==> src/design/psc_params.svh <==
`ifndef PSC_PARAMS_SVH
`define PSC_PARAMS_SVH

// Register indices; the byte address is four times the index
`define PSC_IDX_SIGN       16'hE617
`define PSC_IDX_CONFIG     16'hE618
`define PSC_IDX_SOURCE     16'hE6F0
`define PSC_IDX_PTYPE      16'hE6F1
`define PSC_ADDR_W         18

// Configuration fields and reset value
`define PSC_CFG_PHASE_INTEGRATOR_ENABLE      0
`define PSC_CFG_RSV1       1
`define PSC_CFG_PIN2       2
`define PSC_CFG_SWAP       3
`define PSC_CFG_VGND       4
`define PSC_CFG_IGND       5
`define PSC_CFG_FCAP       6
`define PSC_CFG_SOFTWARE_RESET_TRIGGER      7
`define PSC_CFG_VA_LSB     8
`define PSC_CFG_VB_LSB     10
`define PSC_CFG_RESET      16'h0002

// Sign source fields and reset value
`define PSC_SRC_APSEL      0
`define PSC_SRC_T1_LSB     1
`define PSC_SRC_T2_LSB     4
`define PSC_SRC_T3_LSB     7
`define PSC_SRC_NINT       10
`define PSC_SRC_RESET      16'h03FE

// Pulse power type fields and reset value
`define PSC_PT1_LSB        0
`define PSC_PT2_LSB        3
`define PSC_PT3_LSB        6
`define PSC_PT_RESET       16'h0090

// Power type codes
`define PSC_PT_ACTIVE      3'h0
`define PSC_PT_APPARENT    3'h2
`define PSC_PT_FUND_ACT    3'h3
`define PSC_PT_FUND_REACT  3'h4

// Voltage pairing codes
`define PSC_PAIR_OWN       2'h0
`define PSC_PAIR_NEXT      2'h1
`define PSC_PAIR_PREV      2'h2
`define PSC_PAIR_RSV       2'h3

// Data widths and timing
`define PSC_PWR_W          24
`define PSC_SUM_W          26
`define PSC_SMP_W          24
`define PSC_CLK_HZ         25000000
`define PSC_SOFTWARE_RESET_TRIGGER_NS       640
`define PSC_SOFTWARE_RESET_TRIGGER_CYC      ((`PSC_SOFTWARE_RESET_TRIGGER_NS * (`PSC_CLK_HZ / 1000000) + 999) / 1000)
`define PSC_CNT_W          8

`endif

==> src/design/psc_pkg.sv <==
`include "psc_params.svh"

package psc_pkg;

  typedef logic signed [`PSC_PWR_W-1:0] psc_pwr_t;
  typedef logic signed [`PSC_SUM_W-1:0] psc_sum_t;
  typedef logic signed [`PSC_SMP_W-1:0] psc_smp_t;

  // Per-phase powers from the computation datapath
  typedef struct packed {
    psc_pwr_t active;
    psc_pwr_t fund_active;
    psc_pwr_t fund_react;
    psc_pwr_t apparent;
  } psc_phase_pwr_t;

  // Three-phase ADC sample bundle
  typedef struct packed {
    psc_smp_t ph_c;
    psc_smp_t ph_b;
    psc_smp_t ph_a;
  } psc_samples_t;

  // Decoded configuration outputs
  typedef struct packed {
    logic       phase_integrator_enable;
    logic       neutral_integrator_enable;
    logic       shared_pin_two_select;
    logic       fast_capture_port_enable;
    logic       software_reset_trigger;
    logic [1:0] phase_a_voltage_pairing;
    logic [1:0] phase_b_voltage_pairing;
  } psc_ctrl_t;

endpackage

==> src/design/psc_regs.sv <==
// Chosen here: the APB interface to the registers.
`include "psc_params.svh"

// Overview of operation
// RQ1 - Bit 0: selected phase A active negative
// RQ2 - Bit 1: selected phase B active negative
// RQ3 - Bit 2: selected phase C active negative
// RQ4 - Bit 3: pulse path one sum negative
// RQ5 - Bits 4-6: fundamental reactive negative per phase
// RQ6 - Bit 7: pulse path two sum negative
// RQ7 - Bit 8: pulse path three sum negative
// RQ8 - Sign bits 15:9 always read zero
// RQ9 - Config bit 0 enables phase integrators
// RQ10 - Neutral integrator only by its own bit
// RQ11 - Software keeps config bit 1 at one
// RQ12 - Config bit 2 selects shared pin two
// RQ13 - Config bit 3 swaps voltage and current
// RQ14 - Config bit 4 grounds voltage converters
// RQ15 - Config bit 5 grounds current converters
// RQ16 - Config bit 6 enables fast capture port
// RQ17 - Writing config bit 7 starts software reset
// RQ18 - Bits 9:8 pair voltage with phase A
// RQ19 - Bits 11:10 pair voltage with phase B
// RQ20 - Software reset bit clears when done
// RQ21 - Signs refresh continuously, writes ignored
module psc_regs
  import psc_pkg::*;
(
  input  wire logic                  clock_i,         // 25 MHz core clock
  input  wire logic                  rst_i,           // Sync reset, active high
  input  wire logic                  psel_i,          // APB select
  input  wire logic                  penable_i,       // APB enable
  input  wire logic                  pwrite_i,        // APB write
  input  wire logic [`PSC_ADDR_W-1:0] paddr_i,        // APB byte address
  input  wire logic [31:0]           pwdata_i,        // APB write data
  input  wire logic [3:0]            pstrb_i,         // APB byte strobes
  output logic      [31:0]           prdata_o,        // APB read data
  output logic                       pready_o,        // APB ready
  output logic                       pslverr_o,       // APB error
  input  wire psc_phase_pwr_t        pwr_a_i,         // Phase A powers
  input  wire psc_phase_pwr_t        pwr_b_i,         // Phase B powers
  input  wire psc_phase_pwr_t        pwr_c_i,         // Phase C powers
  input  wire psc_samples_t          volt_adc_i,      // Raw voltage samples
  input  wire psc_samples_t          curr_adc_i,      // Raw current samples
  output psc_samples_t               volt_chan_o,     // Voltage channel data
  output psc_samples_t               curr_chan_o,     // Current channel data
  input  wire logic                  pulse_two_i,     // Pulse output two
  input  wire logic                  harmonic_rdy_i,  // Harmonic ready
  input  wire logic                  pulse_three_i,   // Pulse output three
  input  wire logic                  fast_clk_i,      // Fast capture clock
  output logic                       shared_pin2_o,   // Shared pin two level
  output logic                       shared_pin3_o,   // Shared pin three level
  output psc_ctrl_t                  ctrl_o           // Decoded controls
);

  ////////////////////////////////////////////////////////////////////////////

  localparam logic [`PSC_CNT_W-1:0] SwrstCyc = `PSC_CNT_W'(`PSC_SOFTWARE_RESET_TRIGGER_CYC);

  logic [15:0]           cfg_q;
  logic [15:0]           src_q;
  logic [15:0]           ptype_q;
  logic [15:0]           sign_q;
  logic [15:0]           sign_d;
  logic [`PSC_CNT_W-1:0] rst_cnt_q;
  logic                  software_reset_trigger_q;
  logic [31:0]           prdata_q;
  logic                  pready_q;
  logic                  pslverr_q;
  logic [15:0]           idx;
  logic                  idx_ok;
  logic                  setup;
  logic                  wr_en;
  logic [15:0]           rd_val;
  logic [15:0]           wmask;
  logic [15:0]           cfg_wr;

  assign prdata_o  = prdata_q;
  assign pready_o  = pready_q;
  assign pslverr_o = pslverr_q;

  ////////////////////////////////////////////////////////////////////////////
  // APB decode

  assign idx    = paddr_i[`PSC_ADDR_W-1:2];
  assign idx_ok = (paddr_i[1:0] == 2'h0) &&
                  (idx == `PSC_IDX_SIGN || idx == `PSC_IDX_CONFIG ||
                   idx == `PSC_IDX_SOURCE || idx == `PSC_IDX_PTYPE);
  assign setup  = psel_i && !penable_i && !pready_q;
  assign wr_en  = psel_i && penable_i && pready_q && pwrite_i && idx_ok;
  assign wmask  = {{8{pstrb_i[1]}}, {8{pstrb_i[0]}}};
  assign cfg_wr = (cfg_q & ~wmask) | (pwdata_i[15:0] & wmask);

  always_comb begin
    rd_val = 16'h0000;
    unique case (idx)
      `PSC_IDX_SIGN:   rd_val = sign_q;
      `PSC_IDX_CONFIG: rd_val = cfg_q;
      `PSC_IDX_SOURCE: rd_val = src_q;
      `PSC_IDX_PTYPE:  rd_val = ptype_q;
      default:         rd_val = 16'h0000;
    endcase
  end

  // One wait-free access cycle: ready rises in the cycle after setup
  always_ff @(posedge clock_i) begin
    if (rst_i) begin
      pready_q  <= 1'b0;
      pslverr_q <= 1'b0;
      prdata_q  <= 32'h0000_0000;
    end else begin
      pready_q  <= setup;
      pslverr_q <= setup && !idx_ok;
      if (setup) begin
        prdata_q <= (!pwrite_i && idx_ok) ? {16'h0000, rd_val} : 32'h0000_0000;
      end
    end
  end

  ////////////////////////////////////////////////////////////////////////////
  // Configuration register and software reset

  // Soft reset returns config to defaults; trigger bit stays set until done
  always_ff @(posedge clock_i) begin
    if (rst_i) begin
      cfg_q <= `PSC_CFG_RESET;
    end else if (software_reset_trigger_q && rst_cnt_q == `PSC_CNT_W'(1)) begin
      cfg_q <= `PSC_CFG_RESET;                                    // [RQ20]
    end else if (wr_en && idx == `PSC_IDX_CONFIG) begin
      cfg_q <= cfg_wr;                                            // [RQ9]
      // Bit 1 kept as written; software holds it at one          // [RQ11]
      if (software_reset_trigger_q) begin
        cfg_q[`PSC_CFG_SOFTWARE_RESET_TRIGGER] <= 1'b1;
      end
    end
  end

  always_ff @(posedge clock_i) begin
    if (rst_i) begin
      software_reset_trigger_q   <= 1'b0;
      rst_cnt_q <= '0;
    end else if (!software_reset_trigger_q && wr_en && idx == `PSC_IDX_CONFIG &&
                 cfg_wr[`PSC_CFG_SOFTWARE_RESET_TRIGGER]) begin
      software_reset_trigger_q   <= 1'b1;                                          // [RQ17]
      rst_cnt_q <= SwrstCyc;
    end else if (software_reset_trigger_q) begin
      rst_cnt_q <= rst_cnt_q - `PSC_CNT_W'(1);
      if (rst_cnt_q == `PSC_CNT_W'(1)) begin
        software_reset_trigger_q <= 1'b0;                                          // [RQ20]
      end
    end
  end

  ////////////////////////////////////////////////////////////////////////////
  // Own selection registers

  always_ff @(posedge clock_i) begin
    if (rst_i || (software_reset_trigger_q && rst_cnt_q == `PSC_CNT_W'(1))) begin
      src_q   <= `PSC_SRC_RESET;
      ptype_q <= `PSC_PT_RESET;
    end else if (wr_en && idx == `PSC_IDX_SOURCE) begin
      src_q <= (src_q & ~wmask) | (pwdata_i[15:0] & wmask & 16'h07FF);
    end else if (wr_en && idx == `PSC_IDX_PTYPE) begin
      ptype_q <= (ptype_q & ~wmask) | (pwdata_i[15:0] & wmask & 16'h01FF);
    end
  end

  ////////////////////////////////////////////////////////////////////////////
  // Sign computation

  function automatic psc_pwr_t pick(input psc_phase_pwr_t p, input logic [2:0] ty);
    psc_pwr_t r;
    r = p.active;
    unique case (ty)
      `PSC_PT_APPARENT:   r = p.apparent;
      `PSC_PT_FUND_ACT:   r = p.fund_active;
      `PSC_PT_FUND_REACT: r = p.fund_react;
      // Reserved type codes fall back to total active
      default:            r = p.active;
    endcase
    return r;
  endfunction

  function automatic logic sum_neg(input logic [2:0] terms, input logic [2:0] ty,
                                   input psc_phase_pwr_t a, input psc_phase_pwr_t b,
                                   input psc_phase_pwr_t c);
    psc_sum_t s;
    s = '0;
    if (terms[0]) s = s + psc_sum_t'(pick(a, ty));
    if (terms[1]) s = s + psc_sum_t'(pick(b, ty));
    if (terms[2]) s = s + psc_sum_t'(pick(c, ty));
    return s[`PSC_SUM_W-1];
  endfunction

  logic                  apsel;
  assign apsel = src_q[`PSC_SRC_APSEL];

  always_comb begin
    sign_d     = 16'h0000;                                        // [RQ8]
    sign_d[0]  = apsel ? pwr_a_i.fund_active[`PSC_PWR_W-1]
                       : pwr_a_i.active[`PSC_PWR_W-1];            // [RQ1]
    sign_d[1]  = apsel ? pwr_b_i.fund_active[`PSC_PWR_W-1]
                       : pwr_b_i.active[`PSC_PWR_W-1];            // [RQ2]
    sign_d[2]  = apsel ? pwr_c_i.fund_active[`PSC_PWR_W-1]
                       : pwr_c_i.active[`PSC_PWR_W-1];            // [RQ3]
    sign_d[3]  = sum_neg(src_q[`PSC_SRC_T1_LSB +: 3], ptype_q[`PSC_PT1_LSB +: 3],
                         pwr_a_i, pwr_b_i, pwr_c_i);              // [RQ4]
    sign_d[4]  = pwr_a_i.fund_react[`PSC_PWR_W-1];                // [RQ5]
    sign_d[5]  = pwr_b_i.fund_react[`PSC_PWR_W-1];                // [RQ5]
    sign_d[6]  = pwr_c_i.fund_react[`PSC_PWR_W-1];                // [RQ5]
    sign_d[7]  = sum_neg(src_q[`PSC_SRC_T2_LSB +: 3], ptype_q[`PSC_PT2_LSB +: 3],
                         pwr_a_i, pwr_b_i, pwr_c_i);              // [RQ6]
    sign_d[8]  = sum_neg(src_q[`PSC_SRC_T3_LSB +: 3], ptype_q[`PSC_PT3_LSB +: 3],
                         pwr_a_i, pwr_b_i, pwr_c_i);              // [RQ7]
  end

  // Refreshed every cycle; bus writes never reach it
  always_ff @(posedge clock_i) begin
    if (rst_i) begin
      sign_q <= 16'h0000;
    end else begin
      sign_q <= sign_d;                                           // [RQ21]
    end
  end

  ////////////////////////////////////////////////////////////////////////////
  // Channel swap and grounding

  psc_samples_t volt_src;
  psc_samples_t curr_src;

  // Grounding acts on the converter, so it precedes the swap
  always_comb begin
    volt_src = cfg_q[`PSC_CFG_VGND] ? '0 : volt_adc_i;            // [RQ14]
    curr_src = cfg_q[`PSC_CFG_IGND] ? '0 : curr_adc_i;            // [RQ15]
  end

  always_ff @(posedge clock_i) begin
    if (rst_i) begin
      volt_chan_o <= '0;
      curr_chan_o <= '0;
    end else if (cfg_q[`PSC_CFG_SWAP]) begin
      volt_chan_o <= curr_src;                                    // [RQ13]
      curr_chan_o <= volt_src;                                    // [RQ13]
    end else begin
      volt_chan_o <= volt_src;
      curr_chan_o <= curr_src;
    end
  end

  ////////////////////////////////////////////////////////////////////////////
  // Shared pins and decoded controls

  // Pins lag the source by one clock; fine for pulse rates
  always_ff @(posedge clock_i) begin
    if (rst_i) begin
      shared_pin2_o <= 1'b0;
      shared_pin3_o <= 1'b0;
    end else begin
      shared_pin2_o <= cfg_q[`PSC_CFG_PIN2] ? harmonic_rdy_i : pulse_two_i;  // [RQ12]
      shared_pin3_o <= cfg_q[`PSC_CFG_FCAP] ? fast_clk_i : pulse_three_i;    // [RQ16]
    end
  end

  function automatic logic [1:0] pair(input logic [1:0] code);
    return (code == `PSC_PAIR_RSV) ? `PSC_PAIR_OWN : code;
  endfunction

  always_ff @(posedge clock_i) begin
    if (rst_i) begin
      ctrl_o <= '0;
    end else begin
      ctrl_o.phase_integrator_enable   <= cfg_q[`PSC_CFG_PHASE_INTEGRATOR_ENABLE];            // [RQ9]
      ctrl_o.neutral_integrator_enable <= src_q[`PSC_SRC_NINT];             // [RQ10]
      ctrl_o.shared_pin_two_select     <= cfg_q[`PSC_CFG_PIN2];             // [RQ12]
      ctrl_o.fast_capture_port_enable  <= cfg_q[`PSC_CFG_FCAP];             // [RQ16]
      ctrl_o.software_reset_trigger    <= software_reset_trigger_q;                          // [RQ17]
      ctrl_o.phase_a_voltage_pairing   <= pair(cfg_q[`PSC_CFG_VA_LSB +: 2]); // [RQ18]
      ctrl_o.phase_b_voltage_pairing   <= pair(cfg_q[`PSC_CFG_VB_LSB +: 2]); // [RQ19]
    end
  end

endmodule

==> config.mk <==
export PLATFORM = sky130hd
export DESIGN_NAME = psc_regs
export DESIGN_NICKNAME = d
export VERILOG_FILES = /design/src/design/psc_pkg.sv /design/src/design/psc_regs.sv
export VERILOG_INCLUDE_DIRS = /design/src /design/src/design
export SDC_FILE = /design/constraint.sdc
export NUM_CORES = 1
export LEC_CHECK = 0
export CORE_AREA = 4 4 266 268
export CTS_BUF_LIST = sky130_fd_sc_hd__clkbuf_16
export DETAILED_ROUTE_END_ITERATION = 12
export DIE_AREA = 0 0 270 272
export DONT_BUFFER_PORTS = 1
export GPL_ROUTABILITY_DRIVEN = 0
export PLACE_DENSITY = 0.48
export SLEW_MARGIN = 0
export SYNTH_ARGS = -nofsm -noshare
export SYNTH_HDL_FRONTEND = slang
export SYNTH_SLANG_ARGS = --single-unit
==> constraint.sdc <==
create_clock -name clock_i -period 6.98 [get_ports clock_i]
set_input_delay 1.396 -clock clock_i [delete_from_list [all_inputs] [get_ports clock_i]]
set_output_delay 1.396 -clock clock_i [all_outputs]
set_load 0.05 [all_outputs]
* After elaboration in Yosys (flattened, before gate mapping) *
Cells that the tools add are included.

cells by class
  add/subtract/negate cells = 7
  eq/ne operators = 16
  multiplexer cells = 41
  bitwise operators = 9
  reductions and logical operators = 32

operators with widths
  operator                                                                number
  24-bit one-hot mux with 3 select lines                                  9
  72-bit two-way mux                                                      4
  26-bit two-way mux                                                      9
  26-bit by 24-bit adder with 26-bit output                               6
  24-bit two-way mux                                                      6
  16-bit AND                                                              4
  16-bit equality test (second input constant)                            4
  16-bit one-hot mux with 4 select lines                                  1
  3-bit by 2-bit equality test with 1-bit output (second input constant)  6
  1-bit logical AND                                                       16
  16-bit two-way mux                                                      1
  16-bit inverter                                                         1
  16-bit by 11-bit OR with 16-bit output                                  1
  16-bit OR                                                               1
  16-bit by 9-bit OR with 16-bit output                                   1
  5-bit two-way mux                                                       2
  3-bit equality test (second input constant)                             3
  1-bit two-way mux                                                       9
  8-bit by 1-bit equality test with 1-bit output (second input constant)  1
  2-bit OR reduction                                                      4
  8-bit by 1-bit subtractor with 8-bit output (second input constant)     1
  1-bit zero test                                                         5
  2-bit equality test (second input constant)                             2
  1-bit logical OR                                                        4
  other kinds (4)                                                         4

word-level totals
  register bits = 262
  bits of input ports = 495
  output and inout port bits = 189
  word-level logic and storage cells = 131

* Longest topological paths before layout *
  depth after elaboration = 10
  depth in mapped cells = 30
  gate-level depth less buffers = 27

* Worst setup path after synthesis *
No wires, ideal clock.

  path kind = input-to-reg
  from = in pwr_b_i[72] (netlist name)
  to = reg sign_q[8]
  library setup time = 0.128 ns
  arrival time = 5.716 ns
  required time = 6.852 ns
  path slack = 1.137 ns
  cell stages on the path = 24
  buffers on the path = 0
  cell sequence = a221oi_1 o21ai_0 ha_1 fa_1 a21o_1 a21oi_2 o21a_1 o41ai_2 a21oi_2 o21ai_2 a41oi_2 nor2b_1 xnor2_1 mux2_2 ha_1 a21o_1 a21o_1 a21oi_1 o21ai_0 a21o_1 a221oi_2 mux2i_1 xnor2_1 nor2_1

between the ends
  longest elaborated chain between the ends = 6

RTL lines
  what                                         line             RTL
  start: declaration                           psc_regs.sv:41   input wire psc_phase_pwr_t pwr_b_i,
  24-bit one-hot mux with 3 select lines *     psc_regs.sv:174  unique case (ty)
  24-bit two-way mux *                         psc_regs.sv:190  if (terms[1]) s = s + psc_sum_t'(pick(b, ty));
  26-bit by 24-bit adder with 26-bit output *  psc_regs.sv:190
  26-bit two-way mux *                         psc_regs.sv:190
  26-bit by 24-bit adder with 26-bit output    psc_regs.sv:191  if (terms[2]) s = s + psc_sum_t'(pick(c, ty));
  26-bit two-way mux *                         psc_regs.sv:191
  end signal: assignment                       psc_regs.sv:222  sign_q <= sign_d;
  end: declaration                             psc_regs.sv:63   logic [15:0] sign_q;

Every way passes the cells marked *; elsewhere a longest branch is shown, timed or not. The select of a mux whose other input is x is not followed.
A chain may end at the register's enable or synchronous reset.

==> reports/metrics.json <==
{
  "ant_nets": {"value": 0},
  "arrival": {"value": 6.98, "unit": "ns"},
  "fin_ws": {"value": 0.421, "unit": "ns"},
  "maxSlewHeadroom": {"value": 28.4, "unit": "%"},
  "final_routed_wire_length_divided_by_cell_count": {"value": 32.2, "unit": "µm"},
  "postSynth.topFlopCell": {"value": "dfxtp_1"},
  "cts.reportedPaths.clkPinSlew": {"value": 0.07, "unit": "ns"},
  "design.final.nets": {"value": 3291},
  "cts_inserted_buffers": {"value": 25},
  "die_h": {"value": 272, "unit": "µm"},
  "areaGrowthSynthToFinish": {"value": 7.51, "unit": "%"},
  "postCtsResizedCells": {"value": 0},
  "route.vias.total": {"value": 24100},
  "crit_path_end_kind": {"value": "flip-flop"},
  "cts-htree-levels": {"value": 1},
  "cts-hold-fix-buffers": {"value": 0},
  "design.portCount": {"value": 684},
  "post_cts.repair.setup_buffers": {"value": 0},
  "yosys.cell_types.count": {"value": 80},
  "worstHoldStart": {"value": "src_q[14]"},
  "tightestPinTransition": {"value": 1.07, "unit": "ns"},
  "drv_slew": {"value": 0},
  "totalNegativeSetupSlack": {"value": 0, "unit": "ns"},
  "grt_max_degree": {"value": 258},
  "drcViolationCount": {"value": 0},
  "most-common-layout-cells": {"value": "a221oi_1, nor2_1, nand2_1, dfxtp_1, o21ai_0"},
  "dr.first_iter.drc_count": {"value": 3183},
  "crit_type": {"value": "flip-flop to flip-flop"},
  "largest_driver_fanout_on_the_critical_path": {"value": 29},
  "synth.yosys.seq_area_share": {"value": 22.3, "unit": "%"},
  "floorplan.die.width": {"value": 270, "unit": "µm"},
  "r2r-end": {"value": "sign_q[7]"},
  "p_leak": {"value": 8.55, "unit": "nW"},
  "final_layout_size_suffix_gt1_share": {"value": 8.36, "unit": "%"},
  "first_global_vias": {"value": 22200},
  "final_common_cell": {"value": "a221oi_1"},
  "timing.final.setup_violations": {"value": 0},
  "clk_latency": {"value": 0.56, "unit": "ns"},
  "maxCapViolCount": {"value": 0},
  "initial_core_util": {"value": 31.4, "unit": "%"},
  "finalWirelength": {"value": 114, "unit": "mm"},
  "place_inst": {"value": 3502},
  "clockBufferDepth": {"value": 3},
  "cts.sink_count": {"value": 239},
  "worst-r2r-cell-count": {"value": 25},
  "tritoncts": {"value": "yes"},
  "max_clock_freq": {"value": 152, "unit": "MHz"},
  "post_synth_instance_area": {"value": 21400, "unit": "µm²"},
  "startpoint_type": {"value": "flip-flop"},
  "hold_path_endpoint": {"value": "src_q[14]"},
  "core-area": {"value": 68300, "unit": "µm²"},
  "place.port_buffers": {"value": 0},
  "gr-usage-all-layers": {"value": 28.8, "unit": "%"},
  "vdd.ir_drop.worst": {"value": 0.134, "unit": "mV"},
  "synth-edff-count": {"value": 0},
  "avgViaCountPerCell": {"value": 6.79},
  "design.die.area": {"value": 73400, "unit": "µm²"},
  "floorplan.rows": {"value": 96},
  "cts_root_buf": {"value": "clkbuf_16"},
  "grt_setup_unrepaired": {"value": "false"},
  "synthArstFlopShare": {"value": 0, "unit": "%"},
  "hpwl": {"value": 88.5, "unit": "mm"},
  "worst_clock_skew": {"value": 0.0286, "unit": "ns"},
  "finalWorstPathRequiredPeriod": {"value": 6.56, "unit": "ns"},
  "antenna_found_initial": {"value": 7},
  "pre_cts_ws": {"value": 0.396, "unit": "ns"},
  "layout.cells.non_filler": {"value": 3550},
  "cellPowerDensity": {"value": 173, "unit": "nW/µm²"},
  "synth.avg_cell_area": {"value": 7.64, "unit": "µm²"},
  "postSynthRegisterBits": {"value": 239},
  "yosysWarnings": {"value": 0},
  "final_min_period_over_clock_period": {"value": 94.0, "unit": "%"},
  "global_route_wire_length_before_repair": {"value": 161, "unit": "mm"},
  "required": {"value": 7.40, "unit": "ns"},
  "worst_hold_path.num_cells": {"value": 1},
  "status": {"value": "complete, no violations"},
  "hold_violations": {"value": 0},
  "grt_remaining_overflow": {"value": 0},
  "post_synth_inst_count": {"value": 2805},
  "reg2reg_slack": {"value": 0.42, "unit": "ns"},
  "drtPass1Iterations": {"value": 7},
  "hold_class": {"value": "flip-flop to flip-flop"}
}
critical path: stages (launching register included):
cell      delay, ns
dfxtp_1        0.44
nor2b_4        0.35
buf_4          0.46
nor2_4         0.26
nand2_1        0.12
o21ai_0        0.23
ha_1           0.33
fa_1           0.48
a211oi_1       0.30
nor2_1         0.12
o31ai_2        0.24
a31oi_1        0.26
a41o_1         0.36
o21a_1         0.18
nor2_1         0.11
xnor2_1        0.07
mux2_2         0.27
ha_1           0.29
and3_1         0.15
nand3_1        0.12
a211oi_1       0.26
o21ai_1        0.16
mux2_1         0.35
a211o_1        0.29
xnor2_1        0.13
nor2_1         0.06
cell usage after synthesis, drive strengths merged, types with 3 or more instances:
cell     instances  share of area (%)
mux2            56                2.9
a211oi          15               0.55
and2             9               0.26
nand3           34               0.79
o21a            15               0.56
a2111oi          4               0.16
fa               3               0.28
a221o           11               0.51
buf             41                1.1
a22oi           16               0.56
o21ai          207                5.0
o2bb2ai          3               0.12
nor3            12               0.30
a21o            47                1.6
o221ai          74                3.1
nor2           264                4.6
nor2b           26               0.76
a31oi          158                4.8
xor2            21               0.86
a21oi          181                4.4
nor4             7               0.23
nor3b          152                5.3
o22ai           74                2.2
or4              4               0.14
o31ai            6               0.23
dfxtp          239                 22
nand2b          16               0.47
mux2i           43                2.0
nand4           21               0.61
inv             29               0.51
clkbuf         245                4.3
xnor2           46                1.9
and3            13               0.38
nand2          234                4.1
ha             146                8.5
o21bai          12               0.42
a221oi         284                 12
o211ai           7               0.25
logic make-up after synthesis:
kind of cell             synth area share (%)
AO/OA/AOI/OAI                            36.8
XOR/XNOR                                 2.74
adder cells (fa/ha/maj)                  8.80
buffers and inverters                    5.94
flip-flops                               22.3
multiplexers                             4.95
other                                  0.0175
AND/OR/NAND/NOR                          18.4
worst max path at each step:
| stage | startpoint | to | slack (ns) |
|---|---|---|---|
| 3_3_place_gp | pwr_b_i[72] | sign_q[7] | 0.43 |
| 6_report | flip-flop | sign_q[7] | 0.42 |
| 4_1_cts | flip-flop | sign_q[7] | 0.50 |
| 5_1_grt | flip-flop | sign_q[3] | 0.1 |
| 3_5_place_dp | pwr_b_i[72] | sign_q[7] | 0.40 |
| 2_1_floorplan | pwr_b_i[72] | sign_q[8] | 1.14 |
final cells by class:
class / instances / area, µm²
multi-input cells: 2264 / 15500
diodes: 2 / 5.00
clock inverters: 20 / 179
well taps: 882 / 1100
inverters: 31 / 116
repair buffers: 86 / 696
clock buffers: 26 / 651
fillers: 7139 / 45300
flip-flops and latches: 239 / 4790
where the power goes:
| part | internal, W | switching (W) |
|---|---|---|
| Sequential | 0.00142 | 0.000193 |
| Combinational | 0.000436 | 0.000561 |
| Clock | 0.000788 | 0.000581 |
through the flow:
step                power [W]  hold WS, ns  instance area, µm²  utilization, %
finish                0.00398        0.465               23000            33.7
global route          0.00416        0.484               23000            33.7
CTS                   0.00398        0.463               23000            33.7
detailed placement    0.00262        0.447               22200            32.5
global placement      0.00260        0.441               22200            32.5
floorplan             0.00237        0.429               21500               -
routing by layer:
metal  routed length (µm)  up-vias  global-route usage, %
li1                     -    10600                      -
met1                41600    11400                   33.5
met2                50700     1749                   46.2
met3                14900      329                   11.3
met4                 7030        8                   14.0
met5                   59        -                      0
Note: power is estimated with default switching activity, not from simulation.
